==> config.mk <==
export PLATFORM = sky130hd
export DESIGN_NAME = aorc_top
export DESIGN_NICKNAME = d
export VERILOG_FILES = /design/src/aorc_pkg.sv /design/src/aorc_top.sv /design/src/aorc_sync.sv /design/src/aorc_avg.sv
export SDC_FILE = /design/constraint.sdc
export NUM_CORES = 1
export LEC_CHECK = 0
export BUFFER_PORTS_ARGS = -buffer_cell sky130_fd_sc_hd__buf_2
export CELL_PAD_IN_SITES_DETAIL_PLACEMENT = 1
export CELL_PAD_IN_SITES_GLOBAL_PLACEMENT = 1
export CORE_UTILIZATION = 45
export DETAILED_ROUTE_END_ITERATION = 8
export PLACE_DENSITY = 0.86
export RECOVER_POWER = 100
export SLEW_MARGIN = 20
export SYNTH_ARGS = -nofsm -noshare
export SYNTH_HDL_FRONTEND = slang
export SYNTH_HIERARCHICAL = 1
export SYNTH_SLANG_ARGS = --single-unit
==> constraint.sdc <==
create_clock -name ref_clk -period 11.5 [get_ports ref_clk]
set_input_delay 2.3 -clock ref_clk [delete_from_list [all_inputs] [get_ports ref_clk]]
set_output_delay 2.3 -clock ref_clk [all_outputs]
set_load 0.1 [all_outputs]
==> src/aorc_pkg.sv <==
// shared constants and types of the oversampling read control block
package aorc_pkg;

  // channel count and result width
  localparam int AORC_NCH = 6;
  localparam int AORC_DW = 16;
  // accumulator headroom for up to 64 summed samples
  localparam int AORC_HEAD = 6;
  localparam int AORC_CNTW = 7;
  localparam int AORC_BLENW = 9;

  // register byte addresses
  localparam logic [5:0] AORC_ADDR_CTRL = 6'h00;
  localparam logic [5:0] AORC_ADDR_STAT = 6'h04;
  localparam logic [5:0] AORC_ADDR_RES0 = 6'h10;
  localparam logic [5:0] AORC_RES_SPAN = 6'h18;

  // control register bits
  localparam int AORC_CTRL_SW_START = 0;
  localparam int AORC_CTRL_PIN_EN = 1;
  // status register fields
  localparam int AORC_STAT_BUSY = 0;
  localparam int AORC_STAT_RATIO = 1;
  localparam int AORC_STAT_IF = 4;
  localparam int AORC_STAT_OVL = 6;

  // ratio code that selects no averaging
  localparam logic [2:0] AORC_RATIO_NONE = 3'h7;

  typedef enum logic [1:0] {
    AORC_IF_PAR,
    AORC_IF_BYTE,
    AORC_IF_SER
  } aorc_iface_e;

  typedef enum logic [2:0] {
    AORC_ST_IDLE,
    AORC_ST_REQ,
    AORC_ST_WAIT,
    AORC_ST_UPD,
    AORC_ST_END
  } aorc_state_e;

  typedef logic [AORC_NCH-1:0][AORC_DW-1:0] aorc_res_t;

  // pins after the synchroniser
  typedef struct packed {
    logic cs_n;
    logic byte_sel;
    logic if_sel;
    logic [2:0] os;
    logic cb;
    logic ca;
  } aorc_pins_s;

  // whole state of the top module
  typedef struct packed {
    aorc_state_e st;
    logic busy;
    logic req;
    logic [2:0] ratio;
    logic [AORC_CNTW-1:0] cnt;
    logic both_prev;
    logic pin_en;
    logic overlap;
    aorc_iface_e iface;
    aorc_res_t res;
    logic wreq;
    logic [31:0] rdata;
    logic [AORC_BLENW-1:0] blen;
  } aorc_state_s;

  localparam aorc_state_s AORC_STATE_RST = '{
    st: AORC_ST_IDLE,
    iface: AORC_IF_PAR,
    wreq: 1'b1,
    pin_en: 1'b1,
    default: '0
  };

endpackage

==> src/aorc_top.sv <==
// conversion control with oversampling and read during conversion
`timescale 1ns/1ps
`default_nettype none
module aorc_top
  import aorc_pkg::*;
(
  // clock, reset, enable
  input wire logic ref_clk,
  input wire logic rst,
  input wire logic ce,
  // device pins
  input wire logic convert_start_first,
  input wire logic convert_start_second,
  input wire logic [2:0] oversample_ratio_sel,
  input wire logic interface_select,
  input wire logic byte_or_serial_select,
  input wire logic cs_n,
  output logic busy,
  // converter core
  output logic adc_sample_req,
  input wire logic adc_sample_valid,
  input wire aorc_res_t adc_sample_data,
  // Avalon-MM slave
  input wire logic [5:0] avs_address,
  input wire logic avs_read,
  input wire logic avs_write,
  input wire logic [31:0] avs_writedata,
  input wire logic [3:0] avs_byteenable,
  output logic [31:0] avs_readdata,
  output logic avs_waitrequest
);

  aorc_state_s q;
  aorc_state_s d;
  aorc_pins_s pins_raw;
  aorc_pins_s pins;
  aorc_res_t mean;
  logic [2:0] shift;
  logic [AORC_CNTW-1:0] nsamp;
  logic [AORC_CNTW-1:0] cnt_nx;
  logic acc_clr;
  logic acc_add;
  logic wr_go;
  logic sw_go;
  logic both;
  logic start;
  logic [31:0] rd_word;
  logic [5:0] res_off;

  // pins cross into the clock domain before any logic looks at them
  assign pins_raw = '{
    cs_n: cs_n,
    byte_sel: byte_or_serial_select,
    if_sel: interface_select,
    os: oversample_ratio_sel,
    cb: convert_start_second,
    ca: convert_start_first
  };

  aorc_sync #(
    .W($bits(aorc_pins_s))
  ) u_sync (
    .clk(ref_clk),
    .rst(rst),
    .ce(ce),
    .din(pins_raw),
    .dout(pins)
  );

  // ratio code 7 means a single sample per result
  assign shift = (q.ratio == AORC_RATIO_NONE) ? 3'h0 : q.ratio;
  assign nsamp = {{(AORC_CNTW-1){1'b0}}, 1'b1} << shift;
  assign cnt_nx = q.cnt + {{(AORC_CNTW-1){1'b0}}, 1'b1};

  // one filter channel per input
  for (genvar i = 0; i < AORC_NCH; i++) begin : g_avg
    aorc_avg #(
      .DW(AORC_DW),
      .AW(AORC_DW + AORC_HEAD)
    ) u_avg (
      .clk(ref_clk),
      .rst(rst),
      .ce(ce),
      .clr(acc_clr),
      .add(acc_add),
      .shift(shift),
      .sample(adc_sample_data[i]),
      .mean(mean[i])
    );
  end

  // bus write strobes, taken on the cycle waitrequest is low
  assign wr_go = avs_write && !q.wreq;
  assign sw_go = wr_go && (avs_address == AORC_ADDR_CTRL) &&
                 avs_byteenable[0] && avs_writedata[AORC_CTRL_SW_START];
  // the pins start only when both are high, so a skewed pair starts once
  assign both = pins.ca & pins.cb;
  assign start = !q.busy && ((both && !q.both_prev && q.pin_en) || sw_go);

  // read decode; results are never blocked by busy
  assign res_off = avs_address - AORC_ADDR_RES0;
  always_comb begin
    rd_word = '0;
    if (avs_address == AORC_ADDR_CTRL) begin
      rd_word[AORC_CTRL_PIN_EN] = q.pin_en;
    end else if (avs_address == AORC_ADDR_STAT) begin
      rd_word[AORC_STAT_BUSY] = q.busy;
      rd_word[AORC_STAT_RATIO +: 3] = q.ratio;
      rd_word[AORC_STAT_IF +: 2] = q.iface;
      rd_word[AORC_STAT_OVL] = q.overlap;
    end else if (avs_address >= AORC_ADDR_RES0 &&
                 res_off < AORC_RES_SPAN) begin
      rd_word[AORC_DW-1:0] = q.res[res_off[5:2]];
    end
  end

  // next-state logic for the whole block
  always_comb begin
    d = q;
    d.req = 1'b0;
    d.wreq = 1'b1;
    acc_clr = 1'b0;
    acc_add = 1'b0;
    d.both_prev = both;
    // busy length counter saturates, so a very long conversion never wraps
    if (!q.busy) begin
      d.blen = '0;
    end else if (q.blen != '1) begin
      d.blen = q.blen + AORC_BLENW'(1);
    end

    // interface mode from the two select pins
    if (!pins.if_sel) begin
      d.iface = AORC_IF_PAR;
    end else if (pins.byte_sel) begin
      d.iface = AORC_IF_BYTE;
    end else begin
      d.iface = AORC_IF_SER;
    end

    // bus slave: one wait cycle, then the answer
    if ((avs_read || avs_write) && q.wreq) begin
      d.wreq = 1'b0;
    end
    if (avs_read && q.wreq) begin
      d.rdata = rd_word;
    end
    if (wr_go && avs_byteenable[0]) begin
      if (avs_address == AORC_ADDR_CTRL) begin
        d.pin_en = avs_writedata[AORC_CTRL_PIN_EN];
      end else if (avs_address == AORC_ADDR_STAT &&
                   avs_writedata[AORC_STAT_OVL]) begin
        d.overlap = 1'b0;
      end
    end

    // conversion sequence; a start while busy is ignored
    case (q.st)
      AORC_ST_IDLE: begin
        if (start) begin
          d.busy = 1'b1;
          d.cnt = '0;
          acc_clr = 1'b1;
          d.st = AORC_ST_REQ;
        end
      end
      AORC_ST_REQ: begin
        d.req = 1'b1;
        d.st = AORC_ST_WAIT;
      end
      AORC_ST_WAIT: begin
        if (adc_sample_valid) begin
          acc_add = 1'b1;
          d.cnt = cnt_nx;
          // more samples per result means a longer busy
          if (cnt_nx == nsamp) begin
            d.st = AORC_ST_UPD;
          end else begin
            d.st = AORC_ST_REQ;
          end
        end
      end
      AORC_ST_UPD: begin
        d.res = mean;
        // a read still framed here may see a torn update; flag it
        if (!pins.cs_n) begin
          d.overlap = 1'b1;
        end
        d.st = AORC_ST_END;
      end
      AORC_ST_END: begin
        d.busy = 1'b0;
        d.ratio = pins.os;
        d.st = AORC_ST_IDLE;
      end
      default: begin
        d.st = AORC_ST_IDLE;
      end
    endcase
  end

  // the single state register
  always_ff @(posedge ref_clk) begin
    if (rst) begin
      q <= AORC_STATE_RST;
    end else if (ce) begin
      q <= d;
    end
  end

  // outputs straight from flip-flops
  assign busy = q.busy;
  assign adc_sample_req = q.req;
  assign avs_readdata = q.rdata;
  assign avs_waitrequest = q.wreq;

  // checks; a frozen clock enable simply disables them
  a_busy_on_start: assert property (@(posedge ref_clk)
    disable iff (rst || !ce)
    (q.st == AORC_ST_IDLE && start) |=> q.busy && q.st == AORC_ST_REQ
  ) else $error("busy did not rise on start");

  a_update_then_fall: assert property (@(posedge ref_clk)
    disable iff (rst || !ce)
    (q.st == AORC_ST_UPD) |=> q.busy ##1 !q.busy
  ) else $error("busy did not fall right after update");

  a_ratio_at_fall: assert property (@(posedge ref_clk)
    disable iff (rst || !ce)
    $fell(q.busy) |-> q.ratio == $past(pins.os)
  ) else $error("ratio not latched at busy fall");

  a_results_hold: assert property (@(posedge ref_clk)
    disable iff (rst || !ce)
    (q.st != AORC_ST_UPD) |=> $stable(q.res)
  ) else $error("results changed outside update");

  a_read_answered: assert property (@(posedge ref_clk)
    disable iff (rst || !ce)
    (avs_read && q.wreq) |=> !avs_waitrequest &&
      avs_readdata == $past(rd_word)
  ) else $error("read not answered in one wait cycle");

  a_busy_length: assert property (@(posedge ref_clk)
    disable iff (rst || !ce)
    $fell(q.busy) |->
      q.blen >= (AORC_BLENW'({$past(nsamp), 1'b0}) + 9'h002)
  ) else $error("busy too short for ratio");

  a_avg_loaded: assert property (@(posedge ref_clk)
    disable iff (rst || !ce)
    (q.st == AORC_ST_UPD) |=> q.res == $past(mean)
  ) else $error("results not taken from the filter");

  a_iface_decode: assert property (@(posedge ref_clk)
    disable iff (rst || !ce)
    pins.if_sel |=>
      q.iface == ($past(pins.byte_sel) ? AORC_IF_BYTE : AORC_IF_SER)
  ) else $error("interface mode decoded wrongly");

  a_iface_parallel: assert property (@(posedge ref_clk)
    disable iff (rst || !ce)
    !pins.if_sel |=> q.iface == AORC_IF_PAR
  ) else $error("parallel mode not selected");

  a_req_single_pulse: assert property (@(posedge ref_clk)
    disable iff (rst || !ce)
    adc_sample_req |=> !adc_sample_req
  ) else $error("sample request longer than one cycle");

  a_busy_rise_cause: assert property (@(posedge ref_clk)
    disable iff (rst || !ce)
    $rose(q.busy) |-> $past(start)
  ) else $error("busy rose without a start");

  a_overlap_flagged: assert property (@(posedge ref_clk)
    disable iff (rst || !ce)
    (q.st == AORC_ST_UPD && !pins.cs_n) |=> q.overlap
  ) else $error("overlap not flagged during update");

  a_ratio_held: assert property (@(posedge ref_clk)
    disable iff (rst || !ce)
    (q.st != AORC_ST_END) |=> $stable(q.ratio)
  ) else $error("ratio changed outside busy fall");

  a_wait_at_rest: assert property (@(posedge ref_clk)
    disable iff (rst || !ce)
    !(avs_read || avs_write) |=> avs_waitrequest
  ) else $error("waitrequest low without a request");

endmodule
`default_nettype wire

==> src/aorc_sync.sv <==
// two flip-flop synchroniser for asynchronous pins
`timescale 1ns/1ps
`default_nettype none
module aorc_sync
  import aorc_pkg::*;
#(
  parameter int W = 8
) (
  // clock, reset, enable
  input wire logic clk,
  input wire logic rst,
  input wire logic ce,
  // pins in, synchronised out
  input wire logic [W-1:0] din,
  output logic [W-1:0] dout
);

  typedef struct packed {
    logic [W-1:0] s1;
    logic [W-1:0] s2;
  } aorc_sync_s;

  aorc_sync_s q;
  aorc_sync_s d;

  // first stage feeds only the second stage
  always_comb begin
    d.s1 = din;
    d.s2 = q.s1;
  end

  always_ff @(posedge clk) begin
    if (rst) begin
      q <= '0;
    end else if (ce) begin
      q <= d;
    end
  end

  assign dout = q.s2;

endmodule
`default_nettype wire

==> src/aorc_avg.sv <==
// one channel of the averaging filter: accumulate, then shift down
`timescale 1ns/1ps
`default_nettype none
module aorc_avg
  import aorc_pkg::*;
#(
  parameter int DW = AORC_DW,
  parameter int AW = AORC_DW + AORC_HEAD
) (
  // clock, reset, enable
  input wire logic clk,
  input wire logic rst,
  input wire logic ce,
  // control
  input wire logic clr,
  input wire logic add,
  input wire logic [2:0] shift,
  // data
  input wire logic [DW-1:0] sample,
  output logic [DW-1:0] mean
);

  typedef struct packed {
    logic signed [AW-1:0] acc;
  } aorc_avg_s;

  aorc_avg_s q;
  aorc_avg_s d;
  logic signed [AW-1:0] shifted;

  // samples are two's complement, so extend the sign before adding
  always_comb begin
    d = q;
    if (clr) begin
      d.acc = '0;
    end else if (add) begin
      d.acc = q.acc + {{(AW-DW){sample[DW-1]}}, sample};
    end
  end

  always_ff @(posedge clk) begin
    if (rst) begin
      q <= '0;
    end else if (ce) begin
      q <= d;
    end
  end

  // power-of-two count, so the divide is an arithmetic shift
  assign shifted = q.acc >>> shift;
  assign mean = shifted[DW-1:0];

endmodule
`default_nettype wire

# After elaboration in Yosys (flattened, before gate mapping)
# Cells that the tools add are included.
dict set report word_totals {
  regBits 281
  inputBits 152
  out_inout_bits 35
  word_cells 125
}
dict set report op_classes {
  addsub 8
  magnitude_cmp 3
  eq_ne 9
  shift 7
  n_mux 42
  bitwise 1
  reduce_logical 30
}
# cell n
set ops {}
lappend ops {{22-bit two-way mux} 12}
lappend ops {{22-bit adder} 6}
lappend ops {{22-bit by 3-bit >>> shifter with 16-bit output} 6}
lappend ops {{16-bit binary-select mux with 3-bit select} 1}
lappend ops {{16-bit two-way mux} 2}
lappend ops {{7-bit two-way mux} 3}
lappend ops {{14-bit two-way mux} 1}
lappend ops {{7-bit case mux with 2 select lines} 1}
lappend ops {{1-bit two-way mux} 13}
lappend ops {{1-bit logical AND} 12}
lappend ops {{3-bit case mux with 4 select lines} 1}
lappend ops {{9-bit two-way mux} 1}
lappend ops {{3-bit AND reduction} 3}
lappend ops {{2-bit AND reduction} 4}
lappend ops {{7-bit by 1-bit adder with 7-bit output (second input constant)} 1}
lappend ops {{7-bit equality test} 1}
lappend ops {{1-bit by 3-bit left shift with 7-bit output (first input constant)} 1}
lappend ops {{3-bit by 2-bit equality test with 1-bit output (second input constant)} 2}
lappend ops {{3-bit equality test (second input constant)} 2}
lappend ops {{6-bit by 3-bit equality test with 1-bit output (second input constant)} 1}
lappend ops {{6-bit by 5-bit >= comparator with 1-bit output (second input constant)} 1}
lappend ops {{6-bit zero test} 1}
lappend ops {{6-bit by 5-bit less-than comparator with 1-bit output (second input constant)} 1}
lappend ops {{2-bit two-way mux} 3}
lappend ops {{13 further kinds} 20}

# Longest topological paths before layout
# Gate-level depths: netlist of run 1.
dict set report depth {
  depth_word 11
  depth_mapped 15
}

# Modules after synthesis
# Netlist of run 1, hierarchy kept.
# module n_inst cells_per_inst area_per_inst_um2
set by_module_without_submodules {}
lappend by_module_without_submodules {{aorc_avg at g_avg[0].u_avg ...} 3 314 2486.1}
lappend by_module_without_submodules {aorc_top 1 767 6242.2}
lappend by_module_without_submodules {{aorc_avg at g_avg[3].u_avg} 1 348 2558.7}
lappend by_module_without_submodules {{aorc_avg at g_avg[5].u_avg} 1 307 2431.1}
lappend by_module_without_submodules {{aorc_avg at g_avg[4].u_avg} 1 307 2409.8}
lappend by_module_without_submodules {aorc_sync 1 52 580.6}

# Worst setup path before layout of run 1
# No wires, ideal clock.
dict set report synth_timing {
  path_kind {input port to flip-flop}
  start {input port avs_address[4]}
  end {register g_avg[0].u_avg/q[19] (netlist name)}
  setup_ns 0.060
  arrival_ns 5.607
  required_ns 11.440
  path_slack_ns 5.833
  cell_stages 14
  cell_sequence {buf_2 -> buf_1 -> inv_1 -> ha_1 -> or4b_4 -> o31ai_4 -> nand2_1 -> nor4_1 -> clkbuf_1 -> o21ai_1 -> nor3_1 -> clkbuf_1 -> a22oi_1 -> nand2_1}
}
dict set report synth_via {
  elab_chain_cells 10
  elab_cells_between_ends 11
}
# element line_no
set synth_lines {}
lappend synth_lines {{start, declared} aorc_top.sv:24} ;# input wire logic [5:0] avs_address,
lappend synth_lines {{6-bit zero test (*)} aorc_top.sv:94} ;# assign sw_go = wr_go && (avs_address == AORC_ADDR_CTRL) &&
lappend synth_lines {{1-bit logical AND (*) (2 in series)} aorc_top.sv:94}
lappend synth_lines {{1-bit logical AND (*)} aorc_top.sv:95} ;# avs_byteenable[0] && avs_writedata[AORC_CTRL_SW_START];
lappend synth_lines {{1-bit logical OR (*)} aorc_top.sv:98} ;# assign start = !q.busy && ((both && !q.both_prev && q.pin_en) || sw_go);
lappend synth_lines {{1-bit logical AND (*)} aorc_top.sv:98}
lappend synth_lines {{1-bit two-way mux (*)} aorc_top.sv:160} ;# if (start) begin
lappend synth_lines {{1-bit two-way mux (*)} aorc_top.sv:158} ;# case (q.st)
lappend synth_lines {{net acc_clr} aorc_top.sv:41} ;# logic acc_clr;
lappend synth_lines {{2-bit nonzero test (no source line)} n/a}
lappend synth_lines {{2-bit AND reduction (no source line)} n/a}
lappend synth_lines {{end signal, assigned} aorc_avg.sv:43} ;# q <= '0;
lappend synth_lines {{end signal, assigned} aorc_avg.sv:45} ;# q <= d;
lappend synth_lines {{end, declared} aorc_avg.sv:27} ;# aorc_avg_s q;
# Mark *: on every way through the listed nets, which the timed path passes. The rest lies on a longest branch.
# A chain may end at the register's enable or synchronous reset.

# Worst setup path after layout of run 1
# Ends and elaborated chain as after synthesis.

==> results.toml, run 1 <==
[worst_setup_path]
slowest_stage = "clkbuf_1"
crit_path_max_fanout = 31
reg2reg_depth = 13
cp-start-kind = "primary input"
crit_arrival_ps = 8700
path_cells = "clkbuf_1 -> inv_1 -> ha_1 -> or4b_1 -> o31ai_1 -> nand2_1 -> nor4_1 -> clkbuf_1 -> clkbuf_1 -> o21ai_1 -> buf_4 -> nor3_1 -> buf_4 -> nor3b_1 -> mux2i_1 -> nand2_1"
critical_path.max_stage_delay_ps = 1280
end_kind = "register"
path_common_cell = "clkbuf_1"
crit_type = "in -> reg"
cp.required_ps = 11980

[global_route]
grt_first_pass_wirelength_um = 109000
antenna_found_initial = 1
grt_pass1_vias = 21100
grt_usage_pct = 26.6
grt_max_degree = 106
gr-total-overflow = 0

[drt]
first_iter_violations = 1136
num_vias = 20400
vias_per_cell = 6.03
ant_nets = 0
drtPass1Iterations = 5
wl_um = 66800
drcViolationCount = 0
wl_per_cell_um = 19.7

[pwr]
p_leak_nw = 9.57
total_power_mw = 2.36
peakVddDrop_mv = 0.0704
cellPowerDensity_mw_per_mm2 = 100

[synth]
ys_seq_area_share_pct = 25.9
synth-main-ff-cell = "dfxtp_1"
synth_xor_area_share_pct = 3.39
synthSimpleGateAreaFrac_pct = 19.7
ys_async_sr_fraction_pct = 0
synth-compound-area-share_pct = 24.5
synth_top_family_by_area = "compound AO/OA/AOI/OAI gates"
yosysUniqueCellTypes = 97
syn_area_sq_mm = 0.0217
synthAdderAreaFrac_pct = 8.06
yosys_warnings = 6
ys_ff_latch = 281
synth_area_per_cell_sq_um = 7.96
synth_cells = 2723
synth_edf_count = 0
muxShareOfSynthArea_pct = 12.8

[layout]
layout_common_cells = "nand2_1, dfxtp_1, a21oi_1, nor2_1, mux2i_1"
drive_gt1_share_pct = 12.2
area_growth_pct = 8.82
final_common_cell = "nand2_1"
nNetsFinal = 3032
design_area_sq_mm = 0.0236

[hold_path]
hold_depth = 2
hold_path_class = "reg -> reg"

[placement]
place.gp.congestion = 0.895
portBuffers = 138
dp_hpwl_um = 48300
placed_cell_area_sq_mm = 0.0225

[floorplan]
dieArea_sq_mm = 0.0491
die_x_um = 222
core_area_sq_mm = 0.0476
io_pins = 187
die_h_um = 222
placement_rows = 80
start_util_pct = 45.5

[clock_tree]
cts_resized = 0
cts_buffers = 35
cts_max_level = 2
cts_tree = "yes"
cts_max_path_buffers = 3
cts.clk_slew.worst_paths_ps = 60
cts_hold_buf = 0
clk_latency_ps = 560
cts.sinks = 281
post_cts_buffers = 0
root_buffer = "clkbuf_16"

[timing]
hold_viol = 0
max_slew_margin_pct = -208
final.setup.tns_ps = 0
worstMarginPinSlew_ps = 4620
slew_viol_final = 418
fmax_mhz = 122
fin_crit_sh_pct = 71.4
rsz0062_at_grt = "no"
skew_ps = 25.9
setup_violations = 0
fin_crit_ps = 8210

[outcome]
status = "finished, violations left"
violations = "max-capacitance violations, max-slew violations"

[job]
maxCapViolations = 7
cells in the mapped netlist, drive strengths merged, types with 62 or more instances:
cell type / n / area (sq um)
a21oi: 267 / 1350
clkbuf: 111 / 438
mux2i: 139 / 1390
nor2: 206 / 781
a22o: 62 / 543
ha: 130 / 1630
nand2: 438 / 1640
dfxtp: 281 / 5630
a21o: 64 / 480
o21ai: 151 / 782
buf: 81 / 529
path summary, 6_finish.rpt:
path / slack (ps) / to / from
worst max-delay path: 3290 / g_avg[0].u_avg/q[19] / avs_address[4]
worst max register to register: 5800 / g_avg[0].u_avg/q[19] / avs_waitrequest
worst min register to register: 460 / q[93] / q[93]
worst min-delay path: 460 / q[93] / q[93]
registers in the layout, indices dropped and copies added (netlist names):
signal,count
u_sync/d,8
g_avg.u_avg/q,132
u_sync/dout,8
busy,1
avs_waitrequest,1
q,114
adc_sample_req,1
avs_readdata,16
power breakdown:
group	switching [mW]	leakage, nW	internal [mW]
registers	0.00354	2.26	0.977
logic	0.133	6.70	0.0653
clock network	0.463	0.605	0.720
per-layer routing:
metal  global-route usage [%]  wire (um)
met1                     32.3      29000
met2                     48.1      33500
met3                     3.06       2180
met4                     9.95       2130
met5                        0          0
cells by family after synthesis:
kind of cell / Yosys count
buffers and inverters: 259
muxes: 227
and+or+nand+nor: 938
xor gates and xnor gates: 84
other: 1
AOI/OAI and AO/OA: 797
adders and majority gates: 136
DFF: 281
cell type report:
class                   instances  area, sq um
multi-input cells            2198        14900
inverters                      66          248
well taps                     615          769
repair buffers                162          810
clock buffers                  44          980
diodes                          1         2.50
fillers                      5836        24100
flip-flops and latches        281         5630
clock inverters                18          240
per-stage QoR:
stage               hold WS (ps)  utilization, %  cells  worst slack (ps)
global placement             444            47.1   3322              5340
floorplan                    433               -   2738              5830
detailed placement           447            47.1   3322              5210
global route                 475            49.5   3384              2730
finish                       461            49.5   3385              3290
CTS                          462            49.7   3384              5710
critical path: cells and delay by family:
family          cells  cell delay (ps)
compound gates      2              760
fa+ha+maj           1              200
mux                 1              110
simple gates        6             1590
buf+inv             6             3720
Note: power is estimated with default switching activity, not from simulation.
==> inputs of run 2 (changes only) <==
- CORE_UTILIZATION: 45 -> 42
- PLACE_DENSITY: 0.86 -> 0.85
- clock period: 11.5 -> 7.5 ns (I/O delays scaled with it)
==> run 2 against run 1 <==
Critical path type unchanged. Critical path depth decreased by 1. The run still ends with max-capacitance violations, max-slew violations left. Die area increased by 7.1%. Global-route usage decreased by 2.1 points. Sequential share of layout area decreased by 0.058 points. Critical endpoint unchanged. Final cell count increased by 1.7%.
==> results.toml, run 2 (synthesis gave the netlist of run 1 again) <==
[outcome]
status = "finished, violations left"
violations = "max-capacitance violations, max-slew violations"

[floorplan]
die_h_um = 229
io_pins = 187
core_area_sq_mm = 0.0506
start_util_pct = 42.9
placement_rows = 82
die_x_um = 229
dieArea_sq_mm = 0.0525

[drt]
drtPass1Iterations = 5
first_iter_violations = 1026
top_layer = "met4"
num_vias = 20200
wl_um = 66000
dr_wl_met3_um = 1880
drcViolationCount = 0
ant_nets = 0
wl_met2_um = 33000
met1_length_um = 29100
vias_per_cell = 5.87
wl_per_cell_um = 19.2

[timing]
slew_viol_final = 96
rsz0062_at_grt = "no"
final.setup.tns_ps = 0
setup_violations = 0
hold_ws_ps = 458
fmax_mhz = 170
fin_crit_ps = 5880
worstMarginPinSlew_ps = 2560
fin_crit_sh_pct = 78.4
max_slew_margin_pct = -70.5
hold_viol = 0
skew_ps = 15.8

[pwr]
peakVddDrop_mv = 0.105
cellPowerDensity_mw_per_mm2 = 151
p_leak_nw = 9.56

[job]
maxCapViolations = 2

[worst_setup_path]
crit_type = "in -> reg"
cp.required_ps = 7990
rrSetupSlack_ps = 3380
crit_path_max_fanout = 26
crit_arrival_ps = 6370
end_kind = "register"
cp-start-kind = "primary input"

[clock_tree]
cts_tree = "yes"
cts_max_level = 2
clk_latency_ps = 560
cts_hold_buf = 0
cts_max_path_buffers = 3
cts.clk_slew.worst_paths_ps = 60
root_buffer = "clkbuf_16"
cts_buffers = 34
cts.sinks = 281
cts_resized = 0
post_cts_buffers = 0

[layout]
drive_gt1_share_pct = 12.1
regMostFlops = "g_avg.u_avg/q"
fin_util_pct = 46.8
n_antenna_cell = 0
final_common_cell = "nand2_1"
area_growth_pct = 9.08
largest_reg_flops = 132
nNetsFinal = 3033
layout_common_cells = "nand2_1, dfxtp_1, a21oi_1, nor2_1, mux2i_1"

[global_route]
grt_pass1_vias = 21000
grt_max_degree = 99
grt_usage_pct = 24.5
antenna_found_initial = 0
grt_first_pass_wirelength_um = 108000
gr-total-overflow = 0

[placement]
portBuffers = 138
dp_hpwl_um = 48900
place.gp.congestion = 0.916

[hold_path]
hold_path_class = "reg -> reg"
[run 2: through the flow]
| stage | setup slack [ps] | instance area, sq um | total power, mW | cells |
|---|---|---|---|---|
| 2_1_floorplan | 2630 | 21700 | 1.76 | 2738 |
| 4_1_cts | 2820 | 23700 | 3.59 | 3442 |
| 3_3_place_gp | 2370 | 22600 | 1.82 | 3381 |
| 3_5_place_dp | 2270 | 22600 | 1.84 | 3381 |
| 6_report | 1620 | 23700 | 3.57 | 3442 |
| 5_1_grt | 1300 | 23700 | 3.68 | 3442 |
[run 2: worst paths after layout]
check,start,end,depth (start not counted)
setup / recovery,avs_address[4],g_avg[0].u_avg/q[19],15
hold / removal,q[81],q[81],2
setup reg to reg,avs_waitrequest,g_avg[0].u_avg/q[19],12
hold reg to reg,q[81],q[81],2
[run 2: metal layers]
metal,global-route usage (%),vias to the layer above
li1,-,9836
met1,29.9,9963
met2,44.4,302
met3,2.70,104
met4,8.67,0
met5,0,-
[run 2: worst max-delay path: stages]
cell and delay (ps):
clkbuf_1 300, inv_1 260, ha_1 190, or4b_1 550, o31ai_1 530, nand2_1 150
nor4_1 810, buf_4 510, o21ai_1 130, clkbuf_1 440, nor3_1 260, buf_4 280
nor3b_1 230, mux2i_1 110, nand2_1 80
[run 2: cell type report]
cell class                 count  area [sq um]
timing repair buffer         164           838
sequential                   281          5630
multi-input combinational   2198         14900
inverter                      66           248
fill                        6122         26900
clock buffer                  47           980
clock inverter                14           201
tap                          672           841
[run 2: power by group]
group | internal [mW] | switching, mW | total [mW]
sequential | 1.50 | 0.00510 | 1.50
combinational | 0.0999 | 0.204 | 0.304
clock | 1.06 | 0.703 | 1.76
==> inputs of run 3 (changes only) <==
- CORE_UTILIZATION: 42 -> 45
- PLACE_DENSITY: 0.85 -> 0.86
- clock period: 7.5 -> 5.5 ns (I/O delays scaled with it)
==> run 3 against run 2 <==
The run still ends with max-capacitance violations, max-slew violations left. Sequential power is 37% higher. Die area is 6.6% lower. Via count is 1.1% higher. Total power is 36% higher. Sequential share of layout area hardly changed. Count of clock-buffer cells in the layout is 1 higher. Critical path type unchanged. Critical endpoint is now g_avg[1].u_avg/q[19]. Largest cell class unchanged.
==> results.toml, run 3 (synthesis gave the netlist of run 1 again) <==
[outcome]
status = "finished, violations left"
violations = "max-capacitance violations, max-slew violations"

[worst_setup_path]
crit_arrival_ps = 5300
reg2reg_from = "avs_waitrequest"
crit_path_max_fanout = 44
cp-start-kind = "primary input"
cp.required_ps = 6000
startpoint = "avs_address[4]"
rrSetupSlack_ps = 1850
end_kind = "register"
crit_type = "in -> reg"

[drt]
top_layer = "met4"
dr_wl_met3_um = 2120
wl_met2_um = 34200
ant_nets = 0
vias_per_cell = 6.02
drcViolationCount = 0
wl_per_cell_um = 19.9
first_iter_violations = 1185
drtPass1Iterations = 6
num_vias = 20400
met1_length_um = 29200
wl_um = 67600

[global_route]
antenna_found_initial = 2
grt_pass1_vias = 21200
grt_usage_pct = 26.7
gr-total-overflow = 0
grt_max_degree = 151
grt_first_pass_wirelength_um = 109000

[floorplan]
core_area_sq_mm = 0.0476
die_h_um = 222
die_x_um = 222
io_pins = 187
placement_rows = 80
start_util_pct = 45.5
dieArea_sq_mm = 0.0491

[pwr]
p_clk_share_pct = 49.1
pwr-share-seq_pct = 42.3
p_leak_nw = 9.60
p_sw_share_pct = 26.0
cellPowerDensity_mw_per_mm2 = 205
peakVddDrop_mv = 0.176
p_int_mw = 3.59
p_comb_share_pct = 8.6
netSwitchingPower_mw = 1.26

[layout]
regMostFlops = "g_avg.u_avg/q"
final_common_cell = "nand2_1"
drive_gt1_share_pct = 12.6
nFillCells = 5834
nNetsFinal = 3039
area_growth_pct = 9.15
largest_reg_flops = 132
layout_common_cells = "nand2_1, dfxtp_1, a21oi_1, nor2_1, mux2i_1"
design_area_sq_mm = 0.0237

[timing]
fmax_mhz = 208
skew_ps = 32.5
max_slew_margin_pct = -52.8
worstMarginPinSlew_ps = 2290
final.setup.tns_ps = 0
fin_crit_sh_pct = 87.2
slew_viol_final = 59
fin_crit_ps = 4800
setup_violations = 0
hold_viol = 0
rsz0062_at_grt = "no"

[clock_tree]
cts_max_level = 2
cts_max_path_buffers = 3
cts_buffers = 35
root_buffer = "clkbuf_16"
cts.sinks = 281
clk_latency_ps = 560
cts_resized = 0
cts_hold_buf = 0
post_cts_buffers = 0
cts.clk_slew.worst_paths_ps = 60
cts_tree = "yes"

[hold_path]
hold_path_class = "reg -> reg"
hold_start = "q[98]"

[placement]
place.gp.congestion = 0.920
portBuffers = 138
placed_cell_area_sq_mm = 0.0226
dp_hpwl_um = 49600

[job]
maxCapViolations = 2
## run 3: changes by cell type in the layout (fill, tap and decap cells not counted), sizes merged
cell      before  now
clkinvlp       2    6
buf          134  141
diode          0    2
inv           62   61
bufinv         4    1
clkbuf        77   76
## run 3: critical path, stage by stage
cell,delay (ps)
buf_2,210
inv_1,170
ha_1,200
or4b_1,540
o31ai_1,540
nand2_1,170
nor4_1,420
buf_12,320
o21ai_2,270
nor3_1,270
clkbuf_1,590
nor3b_1,270
mux2i_1,110
nand2_1,70
## run 3: metrics by stage
step | hold slack [ps] | worst slack, ps | util (%) | power (mW) | std cells
finish | 459 | 702 | 49.7 | 4.85 | 3393
floorplan | 433 | 1030 | - | 2.39 | 2738
detailed placement | 446 | 713 | 47.4 | 2.51 | 3329
CTS | 459 | 1220 | 49.9 | 4.89 | 3391
global placement | 442 | 860 | 47.4 | 2.49 | 3329
global route | 473 | 536 | 49.7 | 4.99 | 3392
## run 3: final cells by class
class                           instances  area (sq um)  area share [%]
Sequential cell                       281          5630            23.8
Timing Repair Buffer                  169           925            3.91
Antenna cell                            2          5.00          0.0211
Clock inverter                         14           125           0.529
Tap cell                              615           769            3.25
Clock buffer                           48          1070            4.50
Inverter                               66           248            1.05
Multi-Input combinational cell       2198         14900            63.0
## run 3: layer usage
layer,up-vias,track usage (%)
met5,-,0
met1,10100,32.5
met2,366,48.3
met3,123,2.99
met4,0,9.57
li1,9864,-
## run 3: final timing paths
path,to,cells after the start
worst max register to register,g_avg[1].u_avg/q[19],11
worst min-delay path,q[98],2
worst max-delay path,g_avg[1].u_avg/q[19],14
worst min register to register,q[98],2
## run 3: power by group through the flow
stage	logic, mW	registers (mW)	clock network [mW]
6_report	0.417	2.05	2.38
3_3_place_gp	0.394	2.09	0
5_1_grt	0.450	2.05	2.49
4_1_cts	0.417	2.05	2.42
3_5_place_dp	0.413	2.10	0
2_1_floorplan	0.298	2.10	0
